### src/inc/msf_pkg.sv
// constants for the mode select and fault log block
package msf_pkg;
    // register byte offsets (word index = byte offset, address = 4 * index)
    localparam logic [7:0] MSF_IDX_MODE     = 8'h70;
    localparam logic [7:0] MSF_IDX_FCODE_HI = 8'h80;
    localparam logic [7:0] MSF_IDX_FCODE_LO = 8'h81;
    localparam logic [7:0] MSF_IDX_FLAGS_HI = 8'h82;
    localparam logic [7:0] MSF_IDX_FLAGS_LO = 8'h83;
    localparam logic [7:0] MSF_IDX_PC_UP    = 8'h85;
    localparam logic [7:0] MSF_IDX_PC_MID   = 8'h86;
    localparam logic [7:0] MSF_IDX_PC_LOW   = 8'h87;
    localparam logic [7:0] MSF_IDX_IRQ_STAT = 8'h90;
    localparam logic [7:0] MSF_IDX_IRQ_MASK = 8'h91;
    // field positions
    localparam int MSF_MODE_BIT   = 7;
    localparam int MSF_USER_BIT   = 7;
    localparam int MSF_XMASK_BIT  = 6;
    localparam int MSF_IMASK_BIT  = 4;
    // reset values and patterns
    localparam logic [7:0]  MSF_BYTE_ZERO   = 8'h00;
    localparam logic [15:0] MSF_CODE_ZERO   = 16'h0000;
    localparam logic [15:0] MSF_CLEAR_PAT   = 16'hffff;
    localparam logic [23:0] MSF_PC_ZERO     = 24'h00_0000;
    localparam logic [31:0] MSF_WORD_ZERO   = 32'h0000_0000;
    // mode bit encodings: 1 normal single chip, 0 special single chip
    localparam logic MSF_MODE_NORMAL  = 1'b1;
    localparam logic MSF_MODE_SPECIAL = 1'b0;
    // irq status bits
    localparam int MSF_IRQ_FAULT  = 0;
    localparam int MSF_IRQ_MODE   = 1;
    // power modes
    typedef enum logic [1:0] {
        MSF_PWR_RUN  = 2'b00,
        MSF_PWR_WAIT = 2'b01,
        MSF_PWR_STOP = 2'b10
    } msf_pwr_t;
    // bus answer state
    typedef enum logic [0:0] {
        MSF_BUS_IDLE = 1'b0,
        MSF_BUS_DONE = 1'b1
    } msf_bus_t;
endpackage

### src/hdl/msf_mode_fault.sv
// mode select and fault log with avalon-mm register slave
// Operation
// RULE1 - the mode bit 7 is loaded from the boot config pin at reset release.
// RULE2 - only a write moving special to normal single chip mode is taken.
// RULE3 - the block works in run and wait and does no bus transfer in stop; a transfer taken just before stop still ends in the first stop cycle.
// RULE4 - reset is low active and its release edge samples the config pin.
// RULE5 - bits 7-4 of the high byte hold the initiator code.
// RULE6 - bits 3-0 of the high byte hold the target code.
// RULE7 - bits 7-4 of the low byte hold the access kind.
// RULE8 - bits 3-0 of the low byte hold the violation type.
// RULE9 - a core access violation loads a non-zero fault code.
// RULE10 - the pc and flag bits are captured in the same cycle as the code.
// RULE11 - a non-zero fault code blocks all further capture updates.
// RULE12 - writing all ones across both fault bytes clears them to zero.
// RULE13 - the captured pc is the address of the faulting instruction.
// RULE14 - user state, x mask and i mask are captured and read only.
// RULE15 - any other write to the fault bytes leaves the record unchanged.
`timescale 1ns/1ps
module msf_mode_fault
    import msf_pkg::*;
(
    // clock and reset
    input  wire logic        mclk,
    input  wire logic        rst_n,
    // pins
    input  wire logic        boot_config_pin,
    input  wire logic [1:0]  power_mode,
    // violation report from core side
    input  wire logic        fault_valid,
    input  wire logic [3:0]  fault_initiator_field,
    input  wire logic [3:0]  fault_target_field,
    input  wire logic [3:0]  fault_operation_kind,
    input  wire logic [3:0]  fault_type_field,
    input  wire logic [23:0] core_pc,
    input  wire logic        core_user_state,
    input  wire logic        core_x_mask,
    input  wire logic        core_i_mask,
    // avalon-mm slave
    input  wire logic [9:0]  avs_address,
    input  wire logic        avs_read,
    input  wire logic        avs_write,
    input  wire logic [31:0] avs_writedata,
    input  wire logic [3:0]  avs_byteenable,
    output logic      [31:0] avs_readdata,
    output logic             avs_waitrequest,
    // status
    output logic             mode_normal,
    output logic             irq
);

    logic [2:0]  cfg_sync_q;
    logic        cfg_level_q;
    logic        rst_seen_q;
    logic        mode_q;
    logic [7:0]  fcode_hi_q;
    logic [7:0]  fcode_lo_q;
    logic [23:0] pc_q;
    logic        user_q;
    logic        xmask_q;
    logic        imask_q;
    logic [1:0]  irq_stat_q;
    logic [1:0]  irq_mask_q;
    logic [31:0] rdata_q;
    msf_bus_t    bus_q;
    logic        active;
    logic        req;
    logic        wr_go;
    logic        rd_go;
    logic [7:0]  idx;
    logic [7:0]  wbyte;
    logic        word_ok;
    logic        code_set;
    logic        capture;
    logic        mode_ok;
    logic        clr_hit;
    logic [31:0] rd_d;
    logic        rd_stat;
    logic [1:0]  irq_ev;

    assign active  = (power_mode != MSF_PWR_STOP);      // RULE3
    assign req     = (avs_read | avs_write) & active;   // RULE3
    assign idx     = avs_address[9:2];
    assign word_ok = (avs_address[1:0] == 2'b00);
    assign wbyte   = avs_writedata[7:0];
    assign wr_go   = avs_write & (bus_q == MSF_BUS_DONE) & avs_byteenable[0]
                     & word_ok;
    assign rd_go   = avs_read & (bus_q == MSF_BUS_DONE);
    assign avs_waitrequest = ~(bus_q == MSF_BUS_DONE);
    assign code_set = (fcode_hi_q != MSF_BYTE_ZERO)
                      | (fcode_lo_q != MSF_BYTE_ZERO);
    // core violations only, with a non-zero type
    assign capture = fault_valid & ~code_set & active
                     & (fault_initiator_field == 4'h1)
                     & (fault_type_field != 4'h0);           // RULE9 RULE11
    assign mode_ok = wr_go & (idx == MSF_IDX_MODE)
                     & (mode_q == MSF_MODE_SPECIAL)
                     & (wbyte[MSF_MODE_BIT] == MSF_MODE_NORMAL); // RULE2
    // all ones over both fault bytes: low half of the word, both lanes
    assign clr_hit = avs_write & (bus_q == MSF_BUS_DONE) & word_ok
                     & (idx == MSF_IDX_FCODE_HI)
                     & (avs_byteenable[1:0] == 2'b11)
                     & (avs_writedata[15:0] == MSF_CLEAR_PAT);  // RULE12 RULE15
    assign rd_stat = rd_go & word_ok & (idx == MSF_IDX_IRQ_STAT);
    assign irq_ev  = {mode_ok, capture};
    assign mode_normal = mode_q;
    assign irq = |(irq_stat_q & irq_mask_q);

    // config pin synchroniser, change counts when stages two and three agree
    always_ff @(posedge mclk) begin
        cfg_sync_q <= {cfg_sync_q[1:0], boot_config_pin};
        if (cfg_sync_q[1] == cfg_sync_q[2]) begin
            cfg_level_q <= cfg_sync_q[2];
        end
    end

    // mode bit, taken at first clock after reset release
    always_ff @(posedge mclk) begin
        if (!rst_n) begin                                   // RULE4
            rst_seen_q <= 1'b0;
            mode_q     <= MSF_MODE_SPECIAL;
        end else if (!rst_seen_q) begin
            rst_seen_q <= 1'b1;
            mode_q     <= cfg_level_q;                      // RULE1
        end else if (mode_ok) begin
            mode_q     <= MSF_MODE_NORMAL;                  // RULE2
        end
    end

    // fault record
    always_ff @(posedge mclk) begin
        if (!rst_n) begin
            fcode_hi_q <= MSF_BYTE_ZERO;
            fcode_lo_q <= MSF_BYTE_ZERO;
        end else if (capture) begin
            fcode_hi_q <= {fault_initiator_field,
                           fault_target_field};             // RULE5 RULE6
            fcode_lo_q <= {fault_operation_kind,
                           fault_type_field};               // RULE7 RULE8
        end else if (clr_hit) begin
            fcode_hi_q <= MSF_BYTE_ZERO;                    // RULE12
            fcode_lo_q <= MSF_BYTE_ZERO;
        end
    end

    // pc and flag capture alongside the code
    always_ff @(posedge mclk) begin
        if (!rst_n) begin
            pc_q    <= MSF_PC_ZERO;
            user_q  <= 1'b0;
            xmask_q <= 1'b0;
            imask_q <= 1'b0;
        end else if (capture) begin                         // RULE10 RULE11
            pc_q    <= core_pc;                             // RULE13
            user_q  <= core_user_state;                     // RULE14
            xmask_q <= core_x_mask;
            imask_q <= core_i_mask;
        end
    end

    // interrupt status, set wins over read clear
    always_ff @(posedge mclk) begin
        if (!rst_n) begin
            irq_stat_q <= 2'b00;
            irq_mask_q <= 2'b00;
        end else begin
            irq_stat_q <= (rd_stat ? 2'b00 : irq_stat_q) | irq_ev;
            if (wr_go && idx == MSF_IDX_IRQ_MASK) begin
                irq_mask_q <= wbyte[1:0];
            end
        end
    end

    // read mux
    always_comb begin
        rd_d = MSF_WORD_ZERO;
        if (word_ok) begin
            unique case (idx)
                MSF_IDX_MODE:     rd_d[MSF_MODE_BIT] = mode_q;
                MSF_IDX_FCODE_HI: rd_d[7:0] = fcode_hi_q;
                MSF_IDX_FCODE_LO: rd_d[7:0] = fcode_lo_q;
                MSF_IDX_FLAGS_HI: rd_d[MSF_USER_BIT] = user_q;
                MSF_IDX_FLAGS_LO: begin
                    rd_d[MSF_XMASK_BIT] = xmask_q;
                    rd_d[MSF_IMASK_BIT] = imask_q;
                end
                MSF_IDX_PC_UP:    rd_d[7:0] = pc_q[23:16];
                MSF_IDX_PC_MID:   rd_d[7:0] = pc_q[15:8];
                MSF_IDX_PC_LOW:   rd_d[7:0] = pc_q[7:0];
                MSF_IDX_IRQ_STAT: rd_d[1:0] = irq_stat_q;
                MSF_IDX_IRQ_MASK: rd_d[1:0] = irq_mask_q;
                default:          rd_d = MSF_WORD_ZERO;
            endcase
        end
    end

    // bus answer: one wait cycle, held off in stop
    always_ff @(posedge mclk) begin
        if (!rst_n) begin
            bus_q   <= MSF_BUS_IDLE;
            rdata_q <= MSF_WORD_ZERO;
        end else begin
            unique case (bus_q)
                MSF_BUS_IDLE: begin
                    if (req) begin                          // RULE3
                        bus_q   <= MSF_BUS_DONE;
                        rdata_q <= rd_d;
                    end
                end
                MSF_BUS_DONE: begin
                    bus_q <= MSF_BUS_IDLE;
                end
            endcase
        end
    end

    assign avs_readdata = rdata_q;

endmodule

### config.mk
export PLATFORM = sky130hd
export DESIGN_NAME = msf_mode_fault
export DESIGN_NICKNAME = d
export VERILOG_FILES = /design/src/inc/msf_pkg.sv /design/src/hdl/msf_mode_fault.sv
export SDC_FILE = /design/constraint.sdc
export NUM_CORES = 1
export LEC_CHECK = 0
export ABC_AREA = 1
export ABC_CLOCK_PERIOD_IN_PS = 2000
export BUFFER_PORTS_ARGS = -buffer_cell sky130_fd_sc_hd__buf_2
export CAP_MARGIN = 15
export CORE_ASPECT_RATIO = 1.75
export CORE_UTILIZATION = 40
export CTS_CLUSTER_SIZE = 28
export DETAILED_ROUTE_END_ITERATION = 10
export GPL_ROUTABILITY_DRIVEN = 0
export PLACE_DENSITY = 0.69
export SLEW_MARGIN = 30
export SYNTH_ARGS = -nofsm -noshare
export SYNTH_HDL_FRONTEND = slang
export SYNTH_SLANG_ARGS = --single-unit
export TNS_END_PERCENT = 10
### constraint.sdc
create_clock -name mclk -period 2 [get_ports mclk]
set_clock_uncertainty 0.2 [all_clocks]
set_input_delay 0.1 -clock mclk [delete_from_list [all_inputs] [get_ports mclk]]
set_output_delay 0.1 -clock mclk [all_outputs]
set_load 0.005 [all_outputs]
# --- After elaboration in Yosys (flattened, before gate mapping) ---
# Index checks and enable logic that the tools add are counted.
# Widths: inputs -> output; s select.
word_totals:
  regBits: 86
  inputBits: 97
  output_inout_bits: 35
  word_cells: 79
op_classes:
  n_eq_ne: 16
  mux: 16
  bitwise_logic: 25
  reduce_logical: 8
op_table:
  columns: ["op", "n"]
  rows:
  - ["$eq 8x8->1 const B", 9]
  - ["$mux 8", 4]
  - ["$and 1x1->1", 18]
  - ["$eq 16x16->1 const B", 1]
  - ["$reduce_bool 8->1", 2]
  - ["$pmux 2 s7", 1]
  - ["$pmux 1 s6", 2]
  - ["$pmux 2 s5", 1]
  - ["$eq 8x7->1 const B", 1]
  - ["$pmux 1 s7", 1]
  - ["$pmux 1 s5", 1]
  - ["$eq 4x1->1 const B", 1]
  - ["$mux 1", 4]
  - ["$reduce_bool 4->1", 1]
  - ["$not 1->1", 3]
  - ["$and 2x2->2", 1]
  - ["$eq 2x2->1 const B", 1]
  - ["$logic_not 2->1", 1]
  - ["$mux 2", 1]
  - ["$ne 2x1->1 const B", 1]
  - ["$ne 2x2->1 const B", 1]
  - ["$or 1x1->1", 2]
  - ["$or 2x2->2", 1]
  - ["$pmux 1 s2", 1]
  - ["other kinds (5)", 5]

# --- Longest topological paths before layout ---
logic_depth:
  word_depth: 8
  ltp_mapped: 10
  depth_no_buf: 9

# --- Worst setup path after synthesis ---
# No wires, ideal clock.
synth_path:
  path_type: "reg2reg"
  from: "register fcode_lo_q[0]"
  to: "register fcode_lo_q[0]"
  setup_time_ps: 132
  t_arrival_ps: 1024
  t_required_ps: 1668
  slack_ps: 644
  stages_incl_launch_ff: 8
  n_path_buf: 1
  synth_period_minus_slack_ps: 1356
  path_cell_list: "dfxtp_1 > nor2_1 > nand4_1 > nor2_1 > nand3_2 > clkbuf_1 > nand3_1 > a21oi_1"
synth_between:
  elab_chain_len: 8
  elab_cells_between_ends: 9
  classes_between: "1 x mux; 6 x bitwise; 2 x reduce/logical"
synth_lines:
  columns: ["item", "line", "text"]
  rows:
  - ["from (decl)", "msf_mode_fault.sv:56", "logic [7:0] fcode_lo_q;"]
  - ["from (signal assigned)", "msf_mode_fault.sv:137", "fcode_lo_q <= {fault_operation_kind,"]
  - ["$reduce_bool 8->1 *", "msf_mode_fault.sv:90", "| (fcode_lo_q != MSF_BYTE_ZERO);"]
  - ["$or 1x1->1 *", "msf_mode_fault.sv:90", null]
  - ["$not 1->1 *", "msf_mode_fault.sv:92", "assign capture = fault_valid & ~code_set & active"]
  - ["$and 1x1->1 * (2 in series)", "msf_mode_fault.sv:92", null]
  - ["$and 1x1->1 *", "msf_mode_fault.sv:93", "& (fault_initiator_field == 4'h1)"]
  - ["$and 1x1->1 *", "msf_mode_fault.sv:94", "& (fault_type_field != 4'h0);"]
  - ["$mux 8 / $reduce_bool 2->1 (equally long branches)", null, null]
# Every way passes the cells marked *; elsewhere a longest branch is shown, timed or not.
# A chain may end at the register's enable or synchronous reset.

# --- Final worst setup path ---
layout_path:
  from: "register bus_q"
  to: "register irq_mask_q[1]"
layout_between:
  elab_chain_len: 4
layout_lines:
  columns: ["item", "line", "text"]
  rows:
  - ["from (decl)", "msf_mode_fault.sv:64", "msf_bus_t bus_q;"]
  - ["from (signal assigned)", "msf_mode_fault.sv:199", "bus_q <= MSF_BUS_IDLE;"]
  - ["from (signal assigned)", "msf_mode_fault.sv:205", "bus_q <= MSF_BUS_DONE;"]
  - ["from (signal assigned)", "msf_mode_fault.sv:210", "bus_q <= MSF_BUS_IDLE;"]
  - ["$and 1x1->1 (2 in series)", "msf_mode_fault.sv:85", "assign wr_go = avs_write & (bus_q == MSF_BUS_DONE) & avs_byteenable[0]"]
  - ["$and 1x1->1", "msf_mode_fault.sv:86", "& word_ok;"]
  - ["$logic_and 1x1->1", "msf_mode_fault.sv:167", "if (wr_go && idx == MSF_IDX_IRQ_MASK) begin"]
  - ["to (signal assigned)", "msf_mode_fault.sv:168", "irq_mask_q <= wbyte[1:0];"]
  - ["to (decl)", "msf_mode_fault.sv:62", "logic [1:0] irq_mask_q;"]
# Every way passes these cells.

==> results.tsv <==
stage	metric	value	unit
worst_setup_path	R2R depth	6	
power	P per Cell Area	748	mW/mm^2
timing	final hold vios	1	
floorplanning	initial core utilization	41.8	%
logic_synthesis	top-count cell post-synth	nor2_1	
clock_tree	CTS clk-pin slew, worst paths	0.05	ns
clock_tree	postcts setup bufs	0	
timing	Slew Limit Fails	0	
worst_setup_path	crit path cell chain	nand3_1, nor2_1, nand3_2, o21ai_1, a21oi_1, dlygate4sd3_1	
clock_tree	clk buf depth	2	
global_route	gr usage total	22.4	%
run_status	failing checks	negative hold slack	
logic_synthesis	cell area after synthesis	0.00307	mm^2
logic_synthesis	YS warnings	0	
timing	RSZ-0062 raised after global routing	false	
finish	Synth-to-Final Area Change	40.2	%
floorplanning	die height	118	um
route	initial DRC count	140	
power	LEAKAGE	2.08	nW
worst_setup_path	worst path buffer plus inverter count	1	
timing	Hold WS	-0.0207	ns
hold_path	Worst Hold Path Cells	5	
clock_tree	CTS tree	built	
worst_setup_path	worst path required time	2.02	ns
floorplanning	die extent in x	68.2	um
worst_setup_path	crit end category	register	
global_route	GRT met3 Usage	3.59	%
worst_setup_path	crit path DAT	1.80	ns
power	power after layout	0.00322	W
timing	Peak Freq	561	MHz
finish	Final #Nets	673	
worst_setup_path	Worst path depth	6	
global_route	gr ovfl total	0	
logic_synthesis	Netlist cell types	31	
worst_setup_path	Slowest cell on crit path	dlygate4sd3_1	
clock_tree	Num CTS Buffers	9	
global_route	vias in the first global route	3078	
route	DRC violations left	0	
clock_tree	H-tree depth	3	
logic_synthesis	Synth top cells by count	87 x nor2_1, 66 x nand2_1, 63 x nand3_1	
worst_setup_path	Setup CP Type	register to register	
placed_design	buffers added on ports	89	
run_status	status	finished, violations left	
worst_setup_path	Worst R2R Start	bus_q	
global_route	GR peak layer	met2	
worst_setup_path	Crit path max-delay family	buffers and inverters	
floorplanning	FP Rows	41	
global_route	met2 Track Usage GR	39.5	%
logic_synthesis	asr flop ratio synth	0	%
finish	diode count	0	
hold_path	Hold WC Path Type	primary input to register	
power	Worst VDD drop	0.606	mV
route	Vias	3290	
global_route	initial antenna violation count	0	
logic_synthesis	Yosys top cell area share	39.8	%
global_route	Global Route met1 Usage	23.2	%
timing	post-route clock period utilization	89.1	%
job	Max Cap Viol	0	
placed_design	Post-Place Setup Slack	0.310	ns
logic_synthesis	post-synthesis cell count	440	
route	DR pass1 iterations	5	
floorplanning	Core Area	0.00734	mm^2
floorplanning	# IOs	132	
route	drt via density	4.93	
logic_synthesis	Top FF cell, synth	dfxtp_1	
logic_synthesis	Seq cells post-synth	62	
logic_synthesis	EDFF count, synth	1	
route	Avg WL per Cell	12.3	um
logic_synthesis	Area contributors post-synth	dfxtp_1 40%, nor2_1 11%, nand3_1 10%, nand2_1 8.1%, buf_4 7.8%	
worst_setup_path	crit-path max cell delay	0.54	ns
route	Detail Route Antenna Nets	0	
finish	ratio of cells with drive above 1 in the final layout	23.1	%
worst_setup_path	CP Max Fanout	4	
timing	final setup violation count	0	
hold_path	hold_sp	avs_byteenable[0]	
clock_tree	Root Buffer	clkbuf_16	
placed_design	HPWL Detailed	5850	um
timing	setup_tns	0	ns
route	final wirelength	8210	um
logic_synthesis	post-synthesis sequential area ratio	40.8	%
floorplanning	Die ar.	0.00803	mm^2
timing	Final WS setup	0.218	ns
global_route	first-pass GRT wire length	13400	um
clock_tree	CTS sink cnt	62	
worst_setup_path	crit start category	register	
clock_tree	Clock Latency Late Sink	0.33	ns
logic_synthesis	Syn Area/Cell	6.97	um^2
worst_setup_path	crit path from	bus_q	
global_route	largest net degree at the start of global routing	33	
logic_synthesis	post-synth top area cell	dfxtp_1	
timing	minimum clock period	1.78	ns
[cell usage in the layout, fill, tap and decap left out, types with 6 or more instances in the layout]
master and instances:
o21ai_1 9, dfxtp_1 61, clkbuf_16 9, conb_1 24
buf_2 89, o21ai_0 25, dlygate4sd3_1 48, inv_2 6
inv_1 23, buf_4 8, nor2_1 87, nand3_1 62
a21oi_1 24, nand2_1 66, nand4_1 9
[per-stage QoR]
stage / instance area, um^2 / util, % / std cells
after floorplan: 3150 / - / 463
after detailed placement: 3490 / 47.6 / 603
after global placement: 3490 / 47.6 / 603
after global routing: 4300 / 58.6 / 667
after CTS: 4290 / 58.5 / 667
final: 4300 / 58.6 / 667
[metal layers]
layer	part of all wire [%]	vias up	routed length, um
li1	-	1664	-
met1	37	1489	3020
met2	55	109	4490
met3	4.1	28	340
met4	4.3	0	353
met5	0	-	0
[worst register-to-register path, stage by stage, from the launching register on]
cell	delay, ns
dfxtp_1	0.33
nand3_1	0.12
nor2_1	0.17
nand3_2	0.12
o21ai_1	0.14
a21oi_1	0.05
dlygate4sd3_1	0.54
[final cells by class]
type | count | area, um^2
clock buffer | 10 | 239
clock inverter | 6 | 85.1
fill | 705 | 3040
inverter | 30 | 113
multi-input combinational | 327 | 1500
sequential | 62 | 1250
tap | 86 | 108
timing repair buffer | 146 | 1010
[cells by family (layout without fill, tap and decap cells)]
family                 count (synthesis)  in the layout  share of synthesized area, %
AO/OA/AOI/OAI                         61             61                          10.2
XOR/XNOR                               1              1                         0.286
buffers and inverters                 74            192                          13.3
flip-flops                            62             62                          40.8
other                                  1             24                         0.122
AND/OR/NAND/NOR                      241            241                          35.2
[where the power goes]
part	switching (W)	internal, W	leakage, nW
Combinational	0.000138	0.000149	1.42
Clock	0.000537	0.00112	0.154
Sequential	0.0000118	0.00126	0.504
[final timing paths]
path,end,slack [ns]
hold / removal,irq_mask_q[0],-0.02
hold reg to reg,cfg_sync_q[1],0.14
setup reg to reg,irq_mask_q[1],0.22
setup / recovery,irq_mask_q[1],0.22
[registers in the layout, indices dropped and copies added, names as in the netlist]
| name | count |
|---|---|
| avs_readdata | 8 |
| bus_q | 1 |
| cfg_level_q | 1 |
| cfg_sync_q | 3 |
| fcode_hi_q | 8 |
| fcode_lo_q | 8 |
| imask_q | 1 |
| irq_mask_q | 2 |
| irq_stat_q | 2 |
| mode_normal | 1 |
| pc_q | 24 |
| rst_seen_q | 1 |
| user_q | 1 |
| xmask_q | 1 |
[timing repair]
item	in CTS	in global routing
hold endpoints to repair	49	0
setup endpoints to repair	0	1
gates resized for setup	0	2
hold buffers	48	0
Note: power is estimated with default switching activity, not from simulation.
